===== src/mcu_exec_pkg.sv =====
// Constants, layouts and types shared by the instruction execution block
package mcu_exec_pkg;

  // ----------------------------------------------------------------
  // Widths
  // ----------------------------------------------------------------
  localparam int DATA_W   = 8;
  localparam int ADDR_W   = 8;
  localparam int PC_W     = 11;
  localparam int OP_W     = 4;
  localparam int APB_AW   = 8;
  localparam int APB_DW   = 32;

  // ----------------------------------------------------------------
  // Register byte offsets
  // ----------------------------------------------------------------
  localparam logic [APB_AW-1:0] OFF_INSTR    = 8'h00;
  localparam logic [APB_AW-1:0] OFF_MEM_PTR  = 8'h04;
  localparam logic [APB_AW-1:0] OFF_MEM_DATA = 8'h08;
  localparam logic [APB_AW-1:0] OFF_STATUS   = 8'h0C;
  localparam logic [APB_AW-1:0] OFF_CTRL     = 8'h10;
  localparam logic [APB_AW-1:0] OFF_PC       = 8'h14;
  localparam logic [APB_AW-1:0] OFF_WATCHDOG = 8'h18;

  // ----------------------------------------------------------------
  // Field positions
  // ----------------------------------------------------------------
  localparam int ST_ZERO     = 0;
  localparam int ST_PWRDN    = 1;
  localparam int ST_EXPIRED  = 2;
  localparam int ST_BUSY     = 3;
  localparam int ST_DOWN     = 4;
  localparam int ST_REFUSED  = 5;
  localparam int ST_WREG_LSB = 8;
  localparam int CTRL_WAKE   = 0;
  localparam int CTRL_WD_EN  = 1;
  localparam int CTRL_CLR    = 2;
  localparam int WD_CNT_LSB  = 8;

  // ----------------------------------------------------------------
  // Reset values and timing counts
  // ----------------------------------------------------------------
  localparam logic [DATA_W-1:0] WREG_RST  = 8'h00;
  localparam logic [PC_W-1:0]   PC_RST    = 11'h000;
  localparam logic              WD_EN_RST = 1'b1;
  localparam int                PRESC_W   = 8;
  localparam int                WD_CNT_W  = 8;
  localparam logic [PRESC_W-1:0]  PRESC_LAST = 8'hFF;
  localparam logic [WD_CNT_W-1:0] WD_LAST    = 8'hFF;

  // ----------------------------------------------------------------
  // Opcodes and states
  // ----------------------------------------------------------------
  typedef enum logic [OP_W-1:0] {
    OP_REDUCE_MEMORY_BY_ONE    = 4'h0,
    OP_REDUCE_INTO_WORKING_REG = 4'h1,
    OP_ENTER_POWER_DOWN        = 4'h2,
    OP_ADD_ONE_TO_MEMORY       = 4'h3,
    OP_ADD_ONE_INTO_WORKING_REG = 4'h4,
    OP_UNCONDITIONAL_BRANCH    = 4'h5,
    OP_COPY_OPERAND_MEM_TO_WR  = 4'h6,
    OP_COPY_OPERAND_IMM_TO_WR  = 4'h7,
    OP_COPY_OPERAND_WR_TO_MEM  = 4'h8,
    OP_NO_OPERATION            = 4'hF
  } op_e;

  typedef struct packed {
    logic [PC_W-1:0] operand;
    op_e             op;
  } instr_s;

  typedef enum logic [3:0] {
    ST_IDLE  = 4'b0001,
    ST_EXEC  = 4'b0010,
    ST_DUMMY = 4'b0100,
    ST_SLEEP = 4'b1000
  } state_e;

endpackage : mcu_exec_pkg


===== src/mcu_data_mem.sv =====
// Flip-flop data memory with one write port and two read ports
`timescale 1ns/10ps
module mcu_data_mem #(
  parameter int DATA_W = 8,
  parameter int ADDR_W = 8
) (
  input  wire logic              core_clk,
  input  wire logic              wr_en,
  input  wire logic [ADDR_W-1:0] wr_addr,
  input  wire logic [DATA_W-1:0] wr_data,
  input  wire logic [ADDR_W-1:0] rd_addr,
  output logic      [DATA_W-1:0] rd_data,
  input  wire logic [ADDR_W-1:0] dbg_addr,
  output logic      [DATA_W-1:0] dbg_data
);

  localparam int DEPTH = 1 << ADDR_W;

  logic [DATA_W-1:0] cell_q [DEPTH];

  // ----------------------------------------------------------------
  // Storage cells
  // ----------------------------------------------------------------
  for (genvar i = 0; i < DEPTH; i++) begin : g_cell
    always_ff @(posedge core_clk) begin
      if (wr_en && (wr_addr == ADDR_W'(i))) begin
        cell_q[i] <= wr_data;
      end
    end
  end

  assign rd_data  = cell_q[rd_addr];
  assign dbg_data = cell_q[dbg_addr];

endmodule : mcu_data_mem


===== src/mcu_instruction_subset_exec.sv =====
// Execution unit for a subset of an 8-bit microcontroller instruction set
// Functional notes
// RQ1: In-place decrement writes memory minus one back and updates zero flag.
// RQ2: Decrement into working register leaves memory unaltered, updates zero flag.
// RQ3: In-place increment writes memory plus one back and updates zero flag.
// RQ4: Increment into working register leaves memory unchanged, updates zero flag.
// RQ5: Power-down stops execution and system clock, keeping all stored contents.
// RQ6: Power-down clears watchdog count and its prescaler.
// RQ7: Power-down sets power-down flag, clears watchdog-expired flag, nothing else; a watchdog expiry in that same cycle leaves the expired flag set.
// RQ8: Branch loads program counter from operand and takes two cycles.
// RQ9: Memory to working register copy leaves all flags untouched.
// RQ10: Immediate load into working register leaves all flags untouched.
// RQ11: Working register to memory copy leaves all flags untouched.
// RQ12: Zero flag set when the 8-bit result is zero, else cleared.
//
// Added by the designer: the APB slave port and the register addresses.
`timescale 1ns/10ps
module mcu_instruction_subset_exec
  import mcu_exec_pkg::*;
(
  input  wire logic                      core_clk,
  input  wire logic                      sys_rst,
  input  wire logic                      psel,
  input  wire logic                      penable,
  input  wire logic                      pwrite,
  input  wire logic [mcu_exec_pkg::APB_AW-1:0] paddr,
  input  wire logic [mcu_exec_pkg::APB_DW-1:0] pwdata,
  output logic      [mcu_exec_pkg::APB_DW-1:0] prdata,
  output logic                           pready,
  output logic                           pslverr,
  output logic                           sys_clk_en,
  output logic                           power_down_flag,
  output logic                           watchdog_expired_flag
);

  import mcu_exec_pkg::*;

  // ----------------------------------------------------------------
  // Declarations
  // ----------------------------------------------------------------
  state_e              state_q,    state_d;
  instr_s              ir_q,       ir_d;
  logic [DATA_W-1:0]   wreg_q,     wreg_d;
  logic                zero_q,     zero_d;
  logic [PC_W-1:0]     pc_q,       pc_d;
  logic                pwrdn_q,    pwrdn_d;
  logic                expired_q,  expired_d;
  logic                clk_en_q,   clk_en_d;
  logic                refused_q,  refused_d;
  logic [ADDR_W-1:0]   ptr_q,      ptr_d;
  logic                wd_en_q,    wd_en_d;
  logic [PRESC_W-1:0]  presc_q,    presc_d;
  logic [WD_CNT_W-1:0] wd_cnt_q,   wd_cnt_d;
  logic [APB_DW-1:0]   prdata_q,   prdata_d;
  logic                pready_q,   pready_d;
  logic                pslverr_q,  pslverr_d;

  logic                apb_setup;
  logic                apb_write;
  logic                instr_wr;
  logic                ctrl_wr;
  logic                mem_data_wr;
  logic                mapped;
  logic                halt_now;
  logic                wd_expire;
  logic                mem_we;
  logic [DATA_W-1:0]   mem_wd;
  logic [DATA_W-1:0]   mem_rd;
  logic [DATA_W-1:0]   dbg_rd;
  logic [ADDR_W-1:0]   opnd_addr;
  logic [DATA_W-1:0]   minus_one;
  logic [DATA_W-1:0]   plus_one;

  // ----------------------------------------------------------------
  // Bus decode
  // ----------------------------------------------------------------
  assign apb_setup   = psel & ~penable;
  assign apb_write   = psel & penable & pready_q & pwrite;
  assign instr_wr    = apb_write && (paddr == OFF_INSTR);
  assign ctrl_wr     = apb_write && (paddr == OFF_CTRL);
  assign mem_data_wr = apb_write && (paddr == OFF_MEM_DATA);
  assign mapped      = (paddr == OFF_INSTR)    || (paddr == OFF_MEM_PTR)
                    || (paddr == OFF_MEM_DATA) || (paddr == OFF_STATUS)
                    || (paddr == OFF_CTRL)     || (paddr == OFF_PC)
                    || (paddr == OFF_WATCHDOG);

  // ----------------------------------------------------------------
  // Operand and arithmetic
  // ----------------------------------------------------------------
  assign opnd_addr = ir_q.operand[ADDR_W-1:0];
  assign minus_one = mem_rd - 8'h01;
  assign plus_one  = mem_rd + 8'h01;
  assign halt_now  = (state_q == ST_EXEC) && (ir_q.op == OP_ENTER_POWER_DOWN);

  // ----------------------------------------------------------------
  // Data memory
  // ----------------------------------------------------------------
  mcu_data_mem #(
    .DATA_W (DATA_W),
    .ADDR_W (ADDR_W)
  ) u_data_mem (
    .core_clk (core_clk),
    .wr_en    (mem_we),
    .wr_addr  (mem_we && (state_q == ST_EXEC) ? opnd_addr : ptr_q),
    .wr_data  (mem_wd),
    .rd_addr  (opnd_addr),
    .rd_data  (mem_rd),
    .dbg_addr (ptr_q),
    .dbg_data (dbg_rd)
  );

  // ----------------------------------------------------------------
  // Watchdog prescaler and counter
  // ----------------------------------------------------------------
  assign wd_expire = wd_en_q && (presc_q == PRESC_LAST) && (wd_cnt_q == WD_LAST);

  always_comb begin
    presc_d  = presc_q;
    wd_cnt_d = wd_cnt_q;
    if (halt_now) begin
      presc_d  = '0;                                         // RQ6
      wd_cnt_d = '0;                                         // RQ6
    end else if (wd_en_q) begin
      presc_d = presc_q + 8'h01;
      if (presc_q == PRESC_LAST) begin
        wd_cnt_d = wd_cnt_q + 8'h01;
      end
    end
  end

  always_ff @(posedge core_clk) begin
    if (sys_rst) begin
      presc_q  <= '0;
      wd_cnt_q <= '0;
    end else begin
      presc_q  <= presc_d;
      wd_cnt_q <= wd_cnt_d;
    end
  end

  // ----------------------------------------------------------------
  // Execution sequencer
  // ----------------------------------------------------------------
  always_comb begin
    state_d   = state_q;
    ir_d      = ir_q;
    wreg_d    = wreg_q;
    zero_d    = zero_q;
    pc_d      = pc_q;
    pwrdn_d   = pwrdn_q;
    expired_d = expired_q;
    clk_en_d  = clk_en_q;
    refused_d = refused_q;
    mem_we    = mem_data_wr;
    mem_wd    = pwdata[DATA_W-1:0];
    if (ctrl_wr && pwdata[CTRL_CLR]) begin
      pwrdn_d   = 1'b0;
      expired_d = 1'b0;
      refused_d = 1'b0;
    end
    unique case (state_q)
      ST_IDLE: begin
        if (instr_wr) begin
          ir_d    = instr_s'(pwdata[PC_W+OP_W-1:0]);
          state_d = ST_EXEC;
        end
      end
      ST_EXEC: begin
        pc_d    = pc_q + 11'h001;
        state_d = ST_IDLE;
        case (ir_q.op)
          OP_REDUCE_MEMORY_BY_ONE: begin
            mem_we = 1'b1;                                   // RQ1
            mem_wd = minus_one;                              // RQ1
            zero_d = (minus_one == '0);                      // RQ12
          end
          OP_REDUCE_INTO_WORKING_REG: begin
            wreg_d = minus_one;                              // RQ2
            zero_d = (minus_one == '0);                      // RQ12
          end
          OP_ADD_ONE_TO_MEMORY: begin
            mem_we = 1'b1;                                   // RQ3
            mem_wd = plus_one;                               // RQ3
            zero_d = (plus_one == '0);                       // RQ12
          end
          OP_ADD_ONE_INTO_WORKING_REG: begin
            wreg_d = plus_one;                               // RQ4
            zero_d = (plus_one == '0);                       // RQ12
          end
          OP_ENTER_POWER_DOWN: begin
            pwrdn_d  = 1'b1;                                 // RQ7
            expired_d = 1'b0;                                // RQ7
            clk_en_d = 1'b0;                                 // RQ5
            state_d  = ST_SLEEP;                             // RQ5
          end
          OP_UNCONDITIONAL_BRANCH: begin
            pc_d    = ir_q.operand;                          // RQ8
            state_d = ST_DUMMY;                              // RQ8
          end
          OP_COPY_OPERAND_MEM_TO_WR: begin
            wreg_d = mem_rd;                                 // RQ9
          end
          OP_COPY_OPERAND_IMM_TO_WR: begin
            wreg_d = ir_q.operand[DATA_W-1:0];               // RQ10
          end
          OP_COPY_OPERAND_WR_TO_MEM: begin
            mem_we = 1'b1;                                   // RQ11
            mem_wd = wreg_q;                                 // RQ11
          end
          default: begin
          end
        endcase
      end
      ST_DUMMY: begin
        state_d = ST_IDLE;                                   // RQ8
      end
      ST_SLEEP: begin
        if ((ctrl_wr && pwdata[CTRL_WAKE]) || wd_expire) begin
          clk_en_d = 1'b1;
          state_d  = ST_IDLE;
        end
      end
    endcase
    if (instr_wr && (state_q != ST_IDLE)) begin
      refused_d = 1'b1;
    end
    if (wd_expire) begin
      expired_d = 1'b1;
    end
  end

  always_ff @(posedge core_clk) begin
    if (sys_rst) begin
      state_q   <= ST_IDLE;
      ir_q      <= '{operand: '0, op: OP_NO_OPERATION};
      wreg_q    <= WREG_RST;
      zero_q    <= 1'b0;
      pc_q      <= PC_RST;
      pwrdn_q   <= 1'b0;
      expired_q <= 1'b0;
      clk_en_q  <= 1'b1;
      refused_q <= 1'b0;
    end else begin
      state_q   <= state_d;
      ir_q      <= ir_d;
      wreg_q    <= wreg_d;
      zero_q    <= zero_d;
      pc_q      <= pc_d;
      pwrdn_q   <= pwrdn_d;
      expired_q <= expired_d;
      clk_en_q  <= clk_en_d;
      refused_q <= refused_d;
    end
  end

  // ----------------------------------------------------------------
  // Software control registers
  // ----------------------------------------------------------------
  always_comb begin
    ptr_d   = ptr_q;
    wd_en_d = wd_en_q;
    if (apb_write && (paddr == OFF_MEM_PTR)) begin
      ptr_d = pwdata[ADDR_W-1:0];
    end
    if (ctrl_wr) begin
      wd_en_d = pwdata[CTRL_WD_EN];
    end
  end

  always_ff @(posedge core_clk) begin
    if (sys_rst) begin
      ptr_q   <= '0;
      wd_en_q <= WD_EN_RST;
    end else begin
      ptr_q   <= ptr_d;
      wd_en_q <= wd_en_d;
    end
  end

  // ----------------------------------------------------------------
  // Bus answer
  // ----------------------------------------------------------------
  always_comb begin
    prdata_d  = '0;
    pready_d  = apb_setup;
    pslverr_d = apb_setup && !mapped;
    if (apb_setup && !pwrite) begin
      unique case (paddr)
        OFF_INSTR: begin
          prdata_d[PC_W+OP_W-1:0] = ir_q;
        end
        OFF_MEM_PTR: begin
          prdata_d[ADDR_W-1:0] = ptr_q;
        end
        OFF_MEM_DATA: begin
          prdata_d[DATA_W-1:0] = dbg_rd;
        end
        OFF_STATUS: begin
          prdata_d[ST_ZERO]    = zero_q;
          prdata_d[ST_PWRDN]   = pwrdn_q;
          prdata_d[ST_EXPIRED] = expired_q;
          prdata_d[ST_BUSY]    = (state_q != ST_IDLE);
          prdata_d[ST_DOWN]    = (state_q == ST_SLEEP);
          prdata_d[ST_REFUSED] = refused_q;
          prdata_d[ST_WREG_LSB +: DATA_W] = wreg_q;
        end
        OFF_CTRL: begin
          prdata_d[CTRL_WD_EN] = wd_en_q;
        end
        OFF_PC: begin
          prdata_d[PC_W-1:0] = pc_q;
        end
        OFF_WATCHDOG: begin
          prdata_d[PRESC_W-1:0]             = presc_q;
          prdata_d[WD_CNT_LSB +: WD_CNT_W]  = wd_cnt_q;
        end
        default: begin
        end
      endcase
    end
  end

  always_ff @(posedge core_clk) begin
    if (sys_rst) begin
      prdata_q  <= '0;
      pready_q  <= 1'b0;
      pslverr_q <= 1'b0;
    end else begin
      prdata_q  <= prdata_d;
      pready_q  <= pready_d;
      pslverr_q <= pslverr_d;
    end
  end

  // ----------------------------------------------------------------
  // Outputs
  // ----------------------------------------------------------------
  assign prdata                = prdata_q;
  assign pready                = pready_q;
  assign pslverr               = pslverr_q;
  assign sys_clk_en            = clk_en_q;
  assign power_down_flag       = pwrdn_q;
  assign watchdog_expired_flag = expired_q;

endmodule : mcu_instruction_subset_exec


===== config.mk =====
export PLATFORM = sky130hd
export DESIGN_NAME = mcu_instruction_subset_exec
export DESIGN_NICKNAME = d
export VERILOG_FILES = /design/src/mcu_exec_pkg.sv /design/src/mcu_data_mem.sv /design/src/mcu_instruction_subset_exec.sv
export SDC_FILE = /design/constraint.sdc
export NUM_CORES = 2
export LEC_CHECK = 0
export BUFFER_PORTS_ARGS = -buffer_cell sky130_fd_sc_hd__clkbuf_2
export CORE_MARGIN = 3
export CORE_UTILIZATION = 40
export CTS_BUF_LIST = sky130_fd_sc_hd__clkbuf_16
export CTS_CLUSTER_DIAMETER = 40
export CTS_CLUSTER_SIZE = 24
export DETAILED_ROUTE_END_ITERATION = 16
export SETUP_SLACK_MARGIN = 0.2
export SYNTH_ARGS = -nofsm -noshare
export SYNTH_HDL_FRONTEND = slang
export SYNTH_SLANG_ARGS = --single-unit

===== constraint.sdc =====
create_clock -name core_clk -period 17.9 [get_ports core_clk]
set_input_delay 2.685 -clock core_clk [delete_from_list [all_inputs] [get_ports core_clk]]
set_output_delay 2.685 -clock core_clk [all_outputs]
set_load 0.1 [all_outputs]

==> Implementation_results.wiki <==
{| class="wikitable"
! Metric !! Value
|-
| Area of combinational cells with multiple inputs || 0.0358 mm2
|-
| Critical Path, Cell by Cell || buf_4 > buf_4 > buf_4 > mux4_2 > o221ai_1 > a31oi_1 > a2bb2oi_1 > o2111ai_1 > nand2_2 > nor4_4 > nor4b_2 > o21ai_1 > a41oi_4 > buf_4 > buf_4
|-
| Final weighted congestion of routability-driven global placement || approximately 0.91
|-
| Hold slack || about 0.48 ns
|-
| Met1 Usage GRT || 35.1%
|-
| Post-layout net count || ~5300
|-
| Antenna violations before repair || 16
|-
| Source-to-sink clock delay at the later pin of the worst-skew pair || 0.99 ns
|-
| CTS H-Tree Depth || 5
|-
| Gate Count Post-Synth || ~5200
|-
| Die outline area || around 0.26 mm2
|-
| Post-synthesis cell area || 0.102 mm2
|-
| Cell accounting for the most synthesized area || sky130_fd_sc_hd__edfxtp_1
|-
| Share of the clock period used by the worst path after layout || between 50% and 60%
|-
| Met3 usage || 6.57%
|-
| Crit path launch type || flop
|-
| Worst hold-check path type || flop to flop
|-
| Outcome || completed
|-
| Starting utilization of the core area || 40.3%
|-
| Antenna-violating nets left || 0
|-
| Synth cell types || about 110
|-
| Post-route DRC || 0
|-
| Hold violation count in the final report || 0
|-
| Most Frequent Cell on Critical Path || sky130_fd_sc_hd__buf_4
|-
| RSZ-0062 raised after global routing || false
|-
| Crit path capture type || flop
|-
| TritonCTS clock tree || yes
|-
| Fillcell total || 20968
|-
| Ports placed on the boundary || 82
|-
| Fmax || 102 MHz
|-
| Total of buffers placed on input and output ports || 48
|-
| Number of setup buffers added after CTS || 0
|-
| Violation count after the first detailed-routing iteration || approximately 8600
|-
| Maximum buffer depth of the clock tree || 4
|-
| Most frequent cell after synthesis || sky130_fd_sc_hd__edfxtp_1
|-
| Power per Cell Area || 104 mW/mm2
|-
| Count of synthesis-stage warnings from yosys || 0
|-
| Pin slew with the least headroom to its limit || about 1.4 ns
|-
| First-pass detailed-route iteration total || 7
|-
| Number of resized instances in the post-cts repair step || 0
|-
| Dominant cells by area after synthesis || sky130_fd_sc_hd__edfxtp_1 (61%), sky130_fd_sc_hd__mux4_2 (27%), sky130_fd_sc_hd__dfxtp_1 (2.0%)
|-
| Required time worst endpoint || roughly 19 ns
|-
| Final instance area || 0.116 mm2
|-
| Footprint of the flip-flops and latches || about 0.064 mm2
|-
| Average via count per standard cell || around 6.6
|-
| Syn Area/Cell || 19.7 um2
|-
| Maximum single-stage delay on the critical path || about 1.1 ns
|-
| CTS root buf || sky130_fd_sc_hd__clkbuf_16
|-
| Instance area after placement || about 0.11 mm2
|-
| Share of the synthesized area in the top cell type || about three fifths
|-
| Clk pin slew, worst setup/hold paths || roughly 0.060 ns
|-
| Synth async-reset ratio || 0%
|-
| Layout cell share with drive strength beyond 1 || between 30% and 40%
|-
| Worst Skew || between 0.08 and 0.09 ns
|-
| Via count || slightly below 60000
|-
| Detailed Place HPWL || between 200000 and 250000 um
|-
| Total routing usage reported by global routing || approximately a quarter
|-
| Share of synthesized area occupied by flip-flops and latches || ~63%
|-
| Wire length after detailed routing || 329000 um
|-
| Leak Pwr || between 30 and 40 nW
|-
| CTS Sinks || roughly 2200
|-
| Min Clock Period, post-route || about 10 ns
|-
| Worst slew margin || approximately 8.4%
|-
| Busiest layer in global routing || met2
|-
| CP max FO || 75
|-
| Final setup violation count || 0
|-
| Most numerous cell types in the synthesized netlist || sky130_fd_sc_hd__edfxtp_1 (2048), sky130_fd_sc_hd__mux4_2 (1209), sky130_fd_sc_hd__nor2_1 (381), sky130_fd_sc_hd__clkbuf_1 (177), sky130_fd_sc_hd__nand2_1 (169)
|-
| Number of CTS-inserted buffers || between 300 and 400
|-
| Largest net degree at the start of global routing || 193
|-
| Highest ir drop seen on vdd || 107 uV
|-
| Total congestion overflow || 0
|-
| Number of global-route vias before repair || 57509
|-
| Number of pins exceeding their max-slew limit in the final report || 0
|-
| Most frequently used flop master after synthesis || sky130_fd_sc_hd__edfxtp_1
|-
| Count of flip-flops with a built-in enable after synthesis || 2048
|-
| Core box area || ~0.25 mm2
|-
| Maxcap violations || 0
|-
| Crit Path Class || flop to flop
|-
| Slowest CP cell || sky130_fd_sc_hd__a41oi_4
|-
| Met2 demand-to-capacity share in global routing || a little under two fifths
|-
| Total chip power || 0.0121 W
|-
| Sum of negative setup slack || 0 ns
|-
| Width of the die || 510 um
|-
| Hold-fix buffers, CTS || 0
|-
| First-pass GRT wire length || roughly 460000 um
|-
| P&R area growth vs syn || 14.4%
|-
| Crit path arrival time || approximately 10 ns
|-
| Placement row count || roughly 180
|-
| Seq cells post-synth || 2150
|-
| Vert. Die Dim || between 500 and 600 um
|-
| Detailed-route wire length per cell || about 37 um
|}
-- worst max-delay path, delay by kind of cell (launching register included) --
kind                   cells  cell delay, ns
buffers and inverters      5            3.71
AO/OA/AOI/OAI              6            3.10
AND/OR/NAND/NOR            3            1.30
flip-flops                 1            0.70
multiplexers               1            0.36
-- routing by layer --
metal	part of all wire (%)	routed length [um]	vias up
li1	-	-	22566
met1	39	127000	31536
met2	46	150000	3728
met3	11	36400	608
met4	4.7	15500	6
met5	0.010	34	-
-- cell type report --
cell class	count	share of cell area [%]
flip-flops and latches	2150	54.8
diodes	8	0.0172
clock buffers	337	7.26
inverters	16	0.0560
clock inverters	248	2.23
multi-input cells	2594	30.8
repair buffers	191	1.28
well taps	3348	3.61
-- layout by cell type, fill, tap and decap left out, types with 30 or more instances in the layout --
master                       synthesis  layout
sky130_fd_sc_hd__edfxtp_1         2048    2048
sky130_fd_sc_hd__mux4_2           1209    1209
sky130_fd_sc_hd__nor2_1            381     380
sky130_fd_sc_hd__clkbuf_16           0     337
sky130_fd_sc_hd__nand2_1           169     169
sky130_fd_sc_hd__buf_4              44     129
sky130_fd_sc_hd__dfxtp_1           102      89
sky130_fd_sc_hd__a21oi_1            90      88
sky130_fd_sc_hd__mux2i_1            88      88
sky130_fd_sc_hd__a22oi_1            83      83
sky130_fd_sc_hd__inv_6               0      49
sky130_fd_sc_hd__clkbuf_2            0      48
sky130_fd_sc_hd__o21ai_0            43      40
sky130_fd_sc_hd__nand3_1            47      39
sky130_fd_sc_hd__clkinvlp_4          0      38
sky130_fd_sc_hd__inv_1              12      35
sky130_fd_sc_hd__clkinv_2            0      33
sky130_fd_sc_hd__nor3_1             33      32
sky130_fd_sc_hd__bufinv_16           0      32
sky130_fd_sc_hd__nand2b_1           30      30
-- through the flow --
stage | cells | worst slack (ns) | utilization (%)
global placement | 8299 | 8.49 | 41.7
detailed placement | 8299 | 8.31 | 41.7
CTS | 8884 | 8.28 | 46.1
global route | 8885 | 7.58 | 46.1
floorplan | 5180 | 2.52 | -
finish | 8892 | 8.08 | 46.1
-- state kept, by name, summed over array words and instances (netlist names), 4 cells and up, named ones only --
register / flops
u_data_mem.cell_q: 2048
presc_q: 8
wreg_q: 8
state_q: 4
wd_cnt_q: 8
ir_q: 15
prdata: 16
ptr_q: 8
pc_q: 11
-- report_power, final --
part	internal [W]	leakage [nW]	total (W)	switching (W)
Sequential	0.00551	19.2	0.00551	0.00000198
Clock	0.00395	5.40	0.00643	0.00248
Combinational	0.0000119	9.47	0.000119	0.000108
-- worst paths after layout --
kind / from / to / slack, ns / cells after the start
setup / recovery: flop / u_data_mem.cell_q[185][7] / 8.08 / 15
setup reg to reg: flop / u_data_mem.cell_q[185][7] / 8.08 / 15
hold reg to reg: sys_clk_en / sys_clk_en / 0.48 / 2
hold / removal: sys_clk_en / sys_clk_en / 0.48 / 2
-- cell families (layout without fill, tap and decap cells) --
logic type | Yosys count | after routing | synth area share, %
multiplexers | 1323 | 1323 | 28.1
buffers and inverters | 436 | 792 | 2.45
other | 1 | 24 | 0.00369
adder cells (fa/ha/maj) | 6 | 6 | 0.0739
AO/OA/AOI/OAI | 414 | 414 | 2.88
XOR/XNOR | 29 | 29 | 0.258
AND/OR/NAND/NOR | 806 | 806 | 3.66
flip-flops | 2150 | 2150 | 62.6
Power figures use the tool's default switching activity.
